### src/xirq_pkg.sv
// constants for the extra interrupt lines and the nibble port
package xirq_pkg;

    // ------------------------------------------------------------------
    // special-function register addresses
    // ------------------------------------------------------------------
    localparam logic [7:0] EXTRA_IRQ_CONTROL_ADDR = 8'hC0;
    localparam logic [7:0] NIBBLE_PORT_ADDR       = 8'hD8;
    // bit-addressable registers: bit address = byte address + bit index
    localparam logic [4:0] EXTRA_IRQ_CONTROL_BANK = 5'h18;
    localparam logic [4:0] NIBBLE_PORT_BANK       = 5'h1B;

    // ------------------------------------------------------------------
    // field positions in extra_irq_control, plus the global enable bit in core_irq_enable_in
    // ------------------------------------------------------------------
    localparam int LINE2_TRIGGER_SELECT_BIT = 0;
    localparam int LINE2_PENDING_FLAG_BIT   = 1;
    localparam int LINE2_ENABLE_BIT         = 2;
    localparam int LINE2_HIGH_PRIORITY_BIT  = 3;
    localparam int LINE3_TRIGGER_SELECT_BIT = 4;
    localparam int LINE3_PENDING_FLAG_BIT   = 5;
    localparam int LINE3_ENABLE_BIT         = 6;
    localparam int LINE3_HIGH_PRIORITY_BIT  = 7;
    localparam int CORE_GLOBAL_ENABLE_BIT   = 7;

    // ------------------------------------------------------------------
    // port pin mapping of the extra lines
    // ------------------------------------------------------------------
    localparam int LINE_A_PIN = 3;
    localparam int LINE_B_PIN = 2;

    // ------------------------------------------------------------------
    // values after reset
    // ------------------------------------------------------------------
    localparam logic [7:0] EXTRA_IRQ_CONTROL_RESET = 8'h00;
    localparam logic [7:0] NIBBLE_PORT_RESET       = 8'hFF;

    // ------------------------------------------------------------------
    // sources in polling order, 0 polled first
    // ------------------------------------------------------------------
    localparam int          NUM_SOURCES = 8;
    localparam logic [2:0]  SRC_LINE_A  = 3'h6;
    localparam logic [2:0]  SRC_LINE_B  = 3'h7;
    localparam logic [7:0]  VECTOR_TABLE [NUM_SOURCES] = '{
        8'h03, 8'h0B, 8'h13, 8'h1B, 8'h23, 8'h2B, 8'h33, 8'h3B
    };

endpackage

### src/extra_ext_irq_and_nibble_port.sv
// extra external interrupt lines, eight-source arbiter and 4-bit port
//
// How it works
// - extra_irq_control sits at 0C0H; every bit except a level-mode pending flag settable/clearable by bit ops.
// - line 2 requests only with bit 2 set; line 3 only with bit 6.
// - each extra line has its own high-priority bit in extra_irq_control.
// - trigger bit one means falling edge, zero means low level; line 2 bit 0.
// - edge mode: flag set on edge, cleared when the core vectors to it.
// - vectors 03H,0BH,13H,1BH,23H,2BH,33H,3BH for sources 0 to 7.
// - same level ties polled from external 0 down to extra line 3.
// - first six enabled by core enable bits 0-5; extra lines by own bits.
// - extra lines detect, flag and service like external 0 and 1.
// - nibble port at 0D8H, low four bits on pins, quasi-bidirectional.
// - port pins 3 and 2 double as the extra interrupt inputs.
// - byte write drives pins, read returns pins, bit ops change bits.
`timescale 1ns/1ns

module extra_ext_irq_and_nibble_port
    import xirq_pkg::*;
#(
    parameter int PORT_WIDTH = 4
) (
    input  wire logic                  sys_clk_in,
    input  wire logic                  rst_in,
    input  wire logic [7:0]            sfr_addr_in,
    input  wire logic                  sfr_wr_in,
    input  wire logic [7:0]            sfr_wdata_in,
    input  wire logic                  sfr_rd_in,
    input  wire logic                  bit_wr_in,
    input  wire logic [7:0]            bit_addr_in,
    input  wire logic                  bit_val_in,
    input  wire logic [5:0]            std_irq_req_in,
    input  wire logic [7:0]            core_irq_enable_in,
    input  wire logic [5:0]            std_priority_in,
    input  wire logic                  irq_ack_in,
    input  wire logic                  irq_return_in,
    input  wire logic [PORT_WIDTH-1:0] port_pin_in,
    output logic [7:0]                 sfr_rdata_out,
    output logic                       sfr_rvalid_out,
    output logic                       irq_req_out,
    output logic [2:0]                 irq_source_out,
    output logic [7:0]                 irq_vector_out,
    output logic                       irq_high_level_out,
    output logic [PORT_WIDTH-1:0]      port_out,
    output logic [PORT_WIDTH-1:0]      port_oe_out,
    output logic [7:0]                 extra_irq_control_out
);

    // ------------------------------------------------------------------
    // state
    // ------------------------------------------------------------------
    logic [7:0]            extra_irq_control_reg;
    logic [7:0]            extra_irq_control_next;
    logic [7:0]            nibble_port_reg;
    logic [7:0]            nibble_port_next;
    logic [PORT_WIDTH-1:0] pin_meta_reg;
    logic [PORT_WIDTH-1:0] pin_sync_reg;
    logic [1:0]            line_prev_reg;
    logic                  active_high_reg;
    logic                  active_low_reg;
    logic [7:0]            sfr_rdata_reg;
    logic                  sfr_rvalid_reg;
    logic                  irq_req_reg;
    logic [2:0]            irq_source_reg;
    logic [7:0]            irq_vector_reg;
    logic                  irq_high_level_reg;
    logic [PORT_WIDTH-1:0] port_oe_reg;

    // ------------------------------------------------------------------
    // register decode
    // ------------------------------------------------------------------
    wire extra_irq_control_byte_wr = sfr_wr_in && (sfr_addr_in == EXTRA_IRQ_CONTROL_ADDR);
    wire port_byte_wr  = sfr_wr_in && (sfr_addr_in == NIBBLE_PORT_ADDR);
    wire extra_irq_control_bit_wr  = bit_wr_in && (bit_addr_in[7:3] == EXTRA_IRQ_CONTROL_BANK);
    wire port_bit_wr   = bit_wr_in && (bit_addr_in[7:3] == NIBBLE_PORT_BANK);
    wire [2:0] bit_idx = bit_addr_in[2:0];

    // ------------------------------------------------------------------
    // extra interrupt inputs from the port pins
    // ------------------------------------------------------------------
    // a pin whose latch is zero is an output we pull low; it must not
    // trip its own interrupt, so it reads as idle high here
    wire line_a = pin_sync_reg[LINE_A_PIN] | ~nibble_port_reg[LINE_A_PIN];
    wire line_b = pin_sync_reg[LINE_B_PIN] | ~nibble_port_reg[LINE_B_PIN];
    wire [1:0] line_now = {line_b, line_a};
    wire [1:0] fall_seen = line_prev_reg & ~line_now;

    wire [1:0] trig_edge = {extra_irq_control_reg[LINE3_TRIGGER_SELECT_BIT],
                            extra_irq_control_reg[LINE2_TRIGGER_SELECT_BIT]};
    wire [1:0] pend_flag = {extra_irq_control_reg[LINE3_PENDING_FLAG_BIT],
                            extra_irq_control_reg[LINE2_PENDING_FLAG_BIT]};
    wire [1:0] line_en   = {extra_irq_control_reg[LINE3_ENABLE_BIT],
                            extra_irq_control_reg[LINE2_ENABLE_BIT]};
    wire [1:0] line_pri  = {extra_irq_control_reg[LINE3_HIGH_PRIORITY_BIT],
                            extra_irq_control_reg[LINE2_HIGH_PRIORITY_BIT]};

    // ------------------------------------------------------------------
    // acknowledge of the currently offered source
    // ------------------------------------------------------------------
    wire ack_line_a = irq_ack_in && irq_req_reg && (irq_source_reg == SRC_LINE_A);
    wire ack_line_b = irq_ack_in && irq_req_reg && (irq_source_reg == SRC_LINE_B);
    wire [1:0] ack_line = {ack_line_b, ack_line_a};

    // ------------------------------------------------------------------
    // next value of extra_irq_control
    // ------------------------------------------------------------------
    logic [7:0] extra_irq_control_sw;
    always_comb begin
        extra_irq_control_sw = extra_irq_control_reg;
        if (extra_irq_control_byte_wr) begin
            extra_irq_control_sw = sfr_wdata_in;
        end else if (extra_irq_control_bit_wr) begin
            extra_irq_control_sw[bit_idx] = bit_val_in;
        end
    end

    logic [1:0] flag_next;
    always_comb begin
        flag_next = 2'b00;
        for (int i = 0; i < 2; i++) begin
            if (trig_edge[i]) begin
                // an edge in the same cycle as a clear still lands
                if (fall_seen[i]) begin
                    flag_next[i] = 1'b1;
                end else if (ack_line[i]) begin
                    flag_next[i] = 1'b0;
                end else begin
                    flag_next[i] = extra_irq_control_sw[i == 0 ? LINE2_PENDING_FLAG_BIT
                                                   : LINE3_PENDING_FLAG_BIT];
                end
            end else begin
                // level mode: flag just mirrors the pin, like external 0/1
                flag_next[i] = ~line_now[i];
            end
        end
    end

    always_comb begin
        extra_irq_control_next = extra_irq_control_sw;
        extra_irq_control_next[LINE2_PENDING_FLAG_BIT] = flag_next[0];
        extra_irq_control_next[LINE3_PENDING_FLAG_BIT] = flag_next[1];
    end

    // ------------------------------------------------------------------
    // nibble port latch
    // ------------------------------------------------------------------
    always_comb begin
        nibble_port_next = nibble_port_reg;
        if (port_byte_wr) begin
            nibble_port_next = sfr_wdata_in;
        end else if (port_bit_wr) begin
            nibble_port_next[bit_idx] = bit_val_in;
        end
    end

    // ------------------------------------------------------------------
    // eight-source arbitration
    // ------------------------------------------------------------------
    wire global_en = core_irq_enable_in[CORE_GLOBAL_ENABLE_BIT];
    wire [7:0] src_req = {pend_flag, std_irq_req_in};
    wire [7:0] src_en  = {line_en, core_irq_enable_in[5:0]};
    wire [7:0] src_pri = {line_pri, std_priority_in};
    wire [7:0] live    = src_req & src_en & {8{global_en}};
    wire [7:0] live_hi = live & src_pri;
    wire [7:0] live_lo = live & ~src_pri;

    logic       hi_any;
    logic [2:0] hi_src;
    logic       lo_any;
    logic [2:0] lo_src;
    always_comb begin
        hi_any = 1'b0;
        hi_src = 3'h0;
        lo_any = 1'b0;
        lo_src = 3'h0;
        // walk from the last polled down so the first polled wins
        for (int i = NUM_SOURCES - 1; i >= 0; i--) begin
            if (live_hi[i]) begin
                hi_any = 1'b1;
                hi_src = 3'(i);
            end
            if (live_lo[i]) begin
                lo_any = 1'b1;
                lo_src = 3'(i);
            end
        end
    end

    // high beats low; high may preempt a running low routine
    wire offer_hi = hi_any && !active_high_reg;
    wire offer_lo = lo_any && !active_high_reg && !active_low_reg;
    wire offer    = offer_hi || offer_lo;
    wire [2:0] offer_src = offer_hi ? hi_src : lo_src;
    // the ack in flight must not be re-offered before its flag drops
    wire hold_off = irq_ack_in && irq_req_reg;

    // ------------------------------------------------------------------
    // read data
    // ------------------------------------------------------------------
    // byte read of the port returns the pins, not the latch
    wire [7:0] port_read = {{(8 - PORT_WIDTH){1'b0}}, pin_sync_reg};
    wire [7:0] read_mux  =
        (sfr_addr_in == EXTRA_IRQ_CONTROL_ADDR) ? extra_irq_control_reg :
        (sfr_addr_in == NIBBLE_PORT_ADDR)       ? port_read : 8'h00;

    // ------------------------------------------------------------------
    // registers
    // ------------------------------------------------------------------
    always_ff @(posedge sys_clk_in) begin
        if (rst_in) begin
            pin_meta_reg <= '1;
            pin_sync_reg <= '1;
        end else begin
            pin_meta_reg <= port_pin_in;
            pin_sync_reg <= pin_meta_reg;
        end
    end

    always_ff @(posedge sys_clk_in) begin
        if (rst_in) begin
            extra_irq_control_reg <= EXTRA_IRQ_CONTROL_RESET;
            nibble_port_reg       <= NIBBLE_PORT_RESET;
            line_prev_reg         <= 2'b11;
        end else begin
            extra_irq_control_reg <= extra_irq_control_next;
            nibble_port_reg       <= nibble_port_next;
            line_prev_reg         <= line_now;
        end
    end

    always_ff @(posedge sys_clk_in) begin
        if (rst_in) begin
            active_high_reg <= 1'b0;
            active_low_reg  <= 1'b0;
        end else if (irq_ack_in && irq_req_reg) begin
            if (irq_high_level_reg) begin
                active_high_reg <= 1'b1;
            end else begin
                active_low_reg <= 1'b1;
            end
        end else if (irq_return_in) begin
            // return ends the innermost routine, the high one if nested
            if (active_high_reg) begin
                active_high_reg <= 1'b0;
            end else begin
                active_low_reg <= 1'b0;
            end
        end
    end

    always_ff @(posedge sys_clk_in) begin
        if (rst_in) begin
            irq_req_reg        <= 1'b0;
            irq_source_reg     <= 3'h0;
            irq_vector_reg     <= 8'h00;
            irq_high_level_reg <= 1'b0;
        end else begin
            irq_req_reg        <= offer && !hold_off;
            irq_source_reg     <= offer_src;
            irq_vector_reg     <= VECTOR_TABLE[offer_src];
            irq_high_level_reg <= offer_hi;
        end
    end

    always_ff @(posedge sys_clk_in) begin
        if (rst_in) begin
            sfr_rdata_reg  <= 8'h00;
            sfr_rvalid_reg <= 1'b0;
            port_oe_reg    <= '0;
        end else begin
            sfr_rdata_reg  <= sfr_rd_in ? read_mux : 8'h00;
            sfr_rvalid_reg <= sfr_rd_in;
            // quasi-bidirectional: only a zero is driven, a one floats high
            port_oe_reg    <= ~nibble_port_next[PORT_WIDTH-1:0];
        end
    end

    // ------------------------------------------------------------------
    // outputs
    // ------------------------------------------------------------------
    assign sfr_rdata_out         = sfr_rdata_reg;
    assign sfr_rvalid_out        = sfr_rvalid_reg;
    assign irq_req_out           = irq_req_reg;
    assign irq_source_out        = irq_source_reg;
    assign irq_vector_out        = irq_vector_reg;
    assign irq_high_level_out    = irq_high_level_reg;
    assign port_out              = nibble_port_reg[PORT_WIDTH-1:0];
    assign port_oe_out           = port_oe_reg;
    assign extra_irq_control_out = extra_irq_control_reg;

endmodule

### config.mk
export PLATFORM = sky130hd
export DESIGN_NAME = extra_ext_irq_and_nibble_port
export DESIGN_NICKNAME = d
export VERILOG_FILES = /design/src/xirq_pkg.sv /design/src/extra_ext_irq_and_nibble_port.sv
export SDC_FILE = /design/constraint.sdc
export NUM_CORES = 1
export LEC_CHECK = 0
export BUFFER_PORTS_ARGS = -buffer_cell sky130_fd_sc_hd__buf_2
export CAP_MARGIN = 40
export CELL_PAD_IN_SITES_DETAIL_PLACEMENT = 1
export CELL_PAD_IN_SITES_GLOBAL_PLACEMENT = 1
export CORE_AREA = 2 2 82 84
export DETAILED_ROUTE_END_ITERATION = 8
export DIE_AREA = 0 0 84 86
export MAX_ROUTING_LAYER = met4
export PLACE_DENSITY_LB_ADDON = 0.25
export SYNTH_ARGS = -nofsm -noshare
export SYNTH_HDL_FRONTEND = slang
export SYNTH_SLANG_ARGS = --single-unit
### constraint.sdc
create_clock -name sys_clk_in -period 1.9 [get_ports sys_clk_in]
set_clock_uncertainty 0.15 [all_clocks]
set_input_delay 0.095 -clock sys_clk_in [delete_from_list [all_inputs] [get_ports sys_clk_in]]
set_output_delay 0.095 -clock sys_clk_in [all_outputs]
set_load 0.03 [all_outputs]
==> impl_metrics.env, run 1 <==
export IMPL_clk_latency_ps=300
export IMPL_place_congestion=0.756
export IMPL_drt_total_wl_microns=6080
export IMPL_ys_ff_latch=43
export IMPL_core_area_sq_um=6280
export IMPL_die_area_sq_um=7220
export IMPL_grt_ovfl_total=0
export IMPL_critPathLaunchType="register"
export IMPL_worstPathArrival_ps=1700
export IMPL_pin_count=94
export IMPL_drv_cap=0
export IMPL_final_cell_count_no_fill=403
export IMPL_start_util_pct=32.5
export IMPL_ir_worst_vdd_uv=376
export IMPL_die_width_microns=84
export IMPL_clkTransAtPathRegs_ps=80
export IMPL_power_density_nw_per_um2=654
export IMPL_wl_per_cell_microns=15.1
export IMPL_ys_seq_area_share_pct=42.2
export IMPL_htreeDepth=2
export IMPL_synth_area_per_cell_sq_um=9.37
export IMPL_finish_net_count=381
export IMPL_drive_gt1_share_pct=39.3
export IMPL_drc_errors=0
export IMPL_dr_first_iter_drc_count=26
export IMPL_tns_ps=0
export IMPL_ys_types=45
export IMPL_cp_slowest_stage_delay_ps=420
export IMPL_synthesis_instances=218
export IMPL_grt_pass1_wl_microns=10000
export IMPL_path_class="register to register"
export IMPL_synth_main_ff_cell="dfxtp_1"
export IMPL_slowest_stage="or3_1"
export IMPL_regArea_sq_um=861
export IMPL_synth_common_cells="43 x dfxtp_1, 23 x nand4_1, 21 x nor2_1, 11 x mux2i_1, 9 x or2_2"
export IMPL_vias_per_cell=5.05
export IMPL_finalHoldViolCount=0
export IMPL_worstPathRequired_ps=1920
export IMPL_clkSinkCount=43
export IMPL_status="finished clean"
export IMPL_fp_dieH_microns=86
export IMPL_finalPower_mw=1.83
export IMPL_max_freq_mhz=595
export IMPL_power_leakage_nw=1.28
export IMPL_hold_class="input pin to register"
export IMPL_dp_hpwl_microns=4700
export IMPL_synth_edf_count=0
export IMPL_multi_input_area_sq_um=1050
export IMPL_rows=29
export IMPL_area_delta_synth_final_pct=36.8
export IMPL_endpoint_kind="register"
export IMPL_timing_final_crit_share_pct=88.5
export IMPL_synth_top_cell_area_share_pct=42.2
export IMPL_fin_ws_ps=218
export IMPL_placedCellCount=381
export IMPL_antenna_found_initial=0
export IMPL_clk_path_buf_depth=2
export IMPL_yosysMostFrequentCell="dfxtp_1"
export IMPL_ys_warnings_count=0
export IMPL_maxSlewViolCount=0
export IMPL_path_cells="and4b_1, or3_1, o41ai_1, a211oi_1"
export IMPL_via_count=2035
export IMPL_rsz0062_at_grt="no"
export IMPL_synth_async_reset_ratio_pct=0
export IMPL_pre_cts_ws_ps=33.5
export IMPL_fillers=760
export IMPL_grt_max_degree=32
export IMPL_critPathMaxFanout=6
export IMPL_io_buffers=89
export IMPL_syn_area_sq_um=2040
export IMPL_antenna_diode_count=0
export IMPL_setup_violations=0
export IMPL_numCtsBuffers=5
export IMPL_first_pass_iters=4
export IMPL_yosys_area_top_type="dfxtp_1"
export IMPL_track_usage_pct=17.9
export IMPL_cts_tree="yes"
export IMPL_finalCriticalPeriod_ps=1680
export IMPL_first_global_vias=2042
export IMPL_ctsRootBufferMaster="clkbuf_8"
export IMPL_drt_antenna_violating_nets=0
export IMPL_synth_area_leaders="dfxtp_1 42%, nand4_1 7.0%, mux2i_1 5.4%"
==> report_power, final <==
part | switching [mW] | internal, mW | total, mW | leakage, nW
combinational | 0.147 | 0.109 | 0.256 | 0.873
sequential | 0.0110 | 0.923 | 0.934 | 0.350
clock | 0.305 | 0.332 | 0.637 | 0.0515
total | 0.462 | 1.36 | 1.83 | 1.28
==> stage by stage <==
step	utilization (%)	hold WS (ps)	area (sq um)
5_1_grt	44.5	49.3	2790
4_1_cts	44.5	11.0	2790
3_5_place_dp	40.7	131	2550
3_3_place_gp	40.7	128	2550
2_1_floorplan	-	27.9	2050
6_report	44.5	20.2	2790
==> cell type report <==
class	count	share of cell area [%]
repair buffers	114	23.9
well taps	77	3.45
inverters	4	0.537
multi-input cells	157	37.7
clock buffers	8	3.58
flip-flops and latches	43	30.8
==> critical path, delay by kind of cell (launching register included) <==
kind | cells | cell delay [ps]
AOI/OAI and AO/OA | 2 | 390
DFF | 1 | 370
and+or+nand+nor | 2 | 650
==> timing repair <==
item / 4_1_cts / 5_1_grt
setup buffers: 0 / 0
hold endpoints to repair: 19 / 0
hold buffers: 14 / 0
resized for setup: 0 / 1
setup endpoints to repair: 0 / 1
==> cells in the final DEF, fill, tap and decap left out, types with 8 or more instances in the layout <==
| cell type | n |
|---|---|
| or2_2 | 9 |
| nor2_1 | 21 |
| buf_4 | 11 |
| nand4_1 | 23 |
| mux2i_1 | 11 |
| buf_2 | 89 |
| dfxtp_1 | 43 |
| dlygate4sd3_1 | 14 |
| nand2_1 | 8 |
==> cell families (layout without fill, tap and decap cells) <==
kind of cell | Yosys count | after routing | share of synthesized area (%)
multiplexers | 14 | 14 | 7.05
flip-flops | 43 | 43 | 42.2
AND/OR/NAND/NOR | 100 | 100 | 27.9
AO/OA/AOI/OAI | 40 | 40 | 16.1
buffers and inverters | 20 | 126 | 6.62
other | 1 | 3 | 0.184
==> metal layers <==
layer  vias up  part of all wire, %  track usage (%)
met4         0                  1.7             6.16
met1       947                   43             20.7
met3        11                  5.0             4.04
met5         -                    0                -
li1       1018                    -                -
met2        59                   50             30.6
==> path summary, 6_finish.rpt <==
path | from | end | slack, ps | cells after the start
min reg2reg | pin_meta_reg[0] | pin_sync_reg[0] | 260 | 1
max reg2reg | extra_irq_control_out[6] | irq_req_out | 220 | 4
min | irq_return_in | active_high_reg | 20 | 4
max | extra_irq_control_out[6] | irq_req_out | 220 | 4
(Power assumes the default switching activity.)
==> run 2: changes to the inputs <==
==> constraint.sdc (replaced) <==
create_clock -name sys_clk_in -period 1.9 [get_ports sys_clk_in]
set_clock_uncertainty 0.15 [all_clocks]
set_input_delay 0.285 -clock sys_clk_in [delete_from_list [all_inputs] [get_ports sys_clk_in]]
set_output_delay 0.285 -clock sys_clk_in [all_outputs]
set_load 0.03 [all_outputs]
==> run 2 against run 1 <==
Against the previous run: fmax is 5.1% lower; via count is 0.84% lower; sequential cell count stayed put; largest power group unchanged; global-route usage is 0.080 points lower; setup slack worse by 90 ps; routed wire length is 0.67% lower; final cell count is 0.74% lower; power is 0.40% lower; final area is 1.9% lower.
==> impl_metrics.env, run 2 (synthesized netlist as in run 1, its figures left out) <==
export IMPL_status="finished clean"
export IMPL_start_util_pct=32.5
export IMPL_finalCriticalPeriod_ps=1770
export IMPL_worstPathRequired_ps=1920
export IMPL_fp_dieH_microns=86
export IMPL_antenna_found_initial=0
export IMPL_final_cell_mix="89 x buf_2, 43 x dfxtp_1, 23 x nand4_1"
export IMPL_drive_gt1_share_pct=43.0
export IMPL_maxSlewViolCount=0
export IMPL_first_global_vias=2084
export IMPL_numCtsBuffers=5
export IMPL_drt_total_wl_microns=6040
export IMPL_reg2regPathDepth=4
export IMPL_wl_per_cell_microns=15.1
export IMPL_via_count=2018
export IMPL_clkTransAtPathRegs_ps=80
export IMPL_max_freq_mhz=564
export IMPL_clk_latency_ps=300
export IMPL_path_class="register to register"
export IMPL_critPathMaxFanout=6
export IMPL_finish_net_count=378
export IMPL_cts_setup_buffers=0
export IMPL_clk_path_buf_depth=2
export IMPL_fillers=780
export IMPL_post_cts_resized=0
export IMPL_track_usage_pct=17.8
export IMPL_hp_start="port_pin_in[1]"
export IMPL_min_path_cells=2
export IMPL_postCtsHoldBufs=0
export IMPL_grt_ovfl_total=0
export IMPL_pin_count=94
export IMPL_dp_hpwl_microns=4900
export IMPL_endpoint_kind="register"
export IMPL_critPathLaunchType="register"
export IMPL_drv_cap=0
export IMPL_worstPathArrival_ps=1800
export IMPL_place_congestion=0.807
export IMPL_worst_pin_slew_ps=516
export IMPL_grt_pass1_wl_microns=10000
export IMPL_crit_path_start="extra_irq_control_out[6]"
export IMPL_ctsRootBufferMaster="clkbuf_8"
export IMPL_power_leakage_nw=1.27
export IMPL_finalHoldViolCount=0
export IMPL_first_pass_iters=4
export IMPL_clkSinkCount=43
export IMPL_power_density_nw_per_um2=663
export IMPL_grt_max_degree=20
export IMPL_die_width_microns=84
export IMPL_cts_tree="yes"
export IMPL_rows=29
export IMPL_vias_per_cell=5.05
export IMPL_finalPower_mw=1.82
export IMPL_whs_ps=18.2
export IMPL_final_common_cell="buf_2"
export IMPL_drt_antenna_violating_nets=0
export IMPL_ir_worst_vdd_uv=425
export IMPL_core_area_sq_um=6280
export IMPL_drc_errors=0
export IMPL_io_buffers=89
export IMPL_antenna_diode_count=0
export IMPL_die_area_sq_um=7220
export IMPL_relSlewSlack_pct=65.2
export IMPL_timing_final_crit_share_pct=93.3
export IMPL_setup_violations=0
export IMPL_r2r_start="extra_irq_control_out[6]"
export IMPL_rsz0062_at_grt="no"
export IMPL_dr_first_iter_drc_count=40
export IMPL_hold_class="input pin to register"
export IMPL_area_delta_synth_final_pct=34.3
export IMPL_htreeDepth=2
## run 2: final cells by class
cell class | count | area, sq um | share of cell area, %
clock buffer | 8 | 100 | 3.65
inverter | 4 | 15.0 | 0.548
multi-input combinational | 157 | 1060 | 38.6
sequential | 43 | 861 | 31.4
tap | 77 | 96.3 | 3.51
timing repair buffer | 111 | 611 | 22.3
## run 2: worst max-delay path, stage by stage, from the launching register on
cell      delay (ps)
dfxtp_1          360
and4b_1          230
or3_1            420
o41ai_1          360
a211oi_1         130
## run 2: metal layers
layer	share of wire (%)	global-route usage [%]	vias to the layer above
met2	51	30.9	57
met1	43	20.2	943
met5	0	-	-
met4	1.2	5.28	0
met3	5.4	4.62	7
li1	-	-	1011
## run 2: stage by stage
step	setup slack, ps	area, sq um	cells	util (%)	TNS [ps]
4_1_cts	157	2740	400	43.7	0
2_1_floorplan	42.7	2050	220	-	0
3_3_place_gp	-106	2640	392	42.1	-696
6_report	128	2740	400	43.7	0
3_5_place_dp	-163	2640	392	42.1	-985
5_1_grt	42.0	2740	400	43.7	0
## run 2: final timing paths
| path | endpoint | slack (ps) |
|---|---|---|
| worst min-delay path | pin_meta_reg[1] | 20 |
| worst max register to register | irq_req_out | 130 |
| worst max-delay path | irq_req_out | 130 |
| worst min register to register | pin_sync_reg[3] | 260 |
## run 2: power by group
group	total [mW]	switching [mW]	leakage [nW]	internal, mW
logic	0.248	0.147	0.863	0.101
registers	0.933	0.0106	0.350	0.923
clock network	0.637	0.305	0.0515	0.332
total	1.82	0.463	1.27	1.36
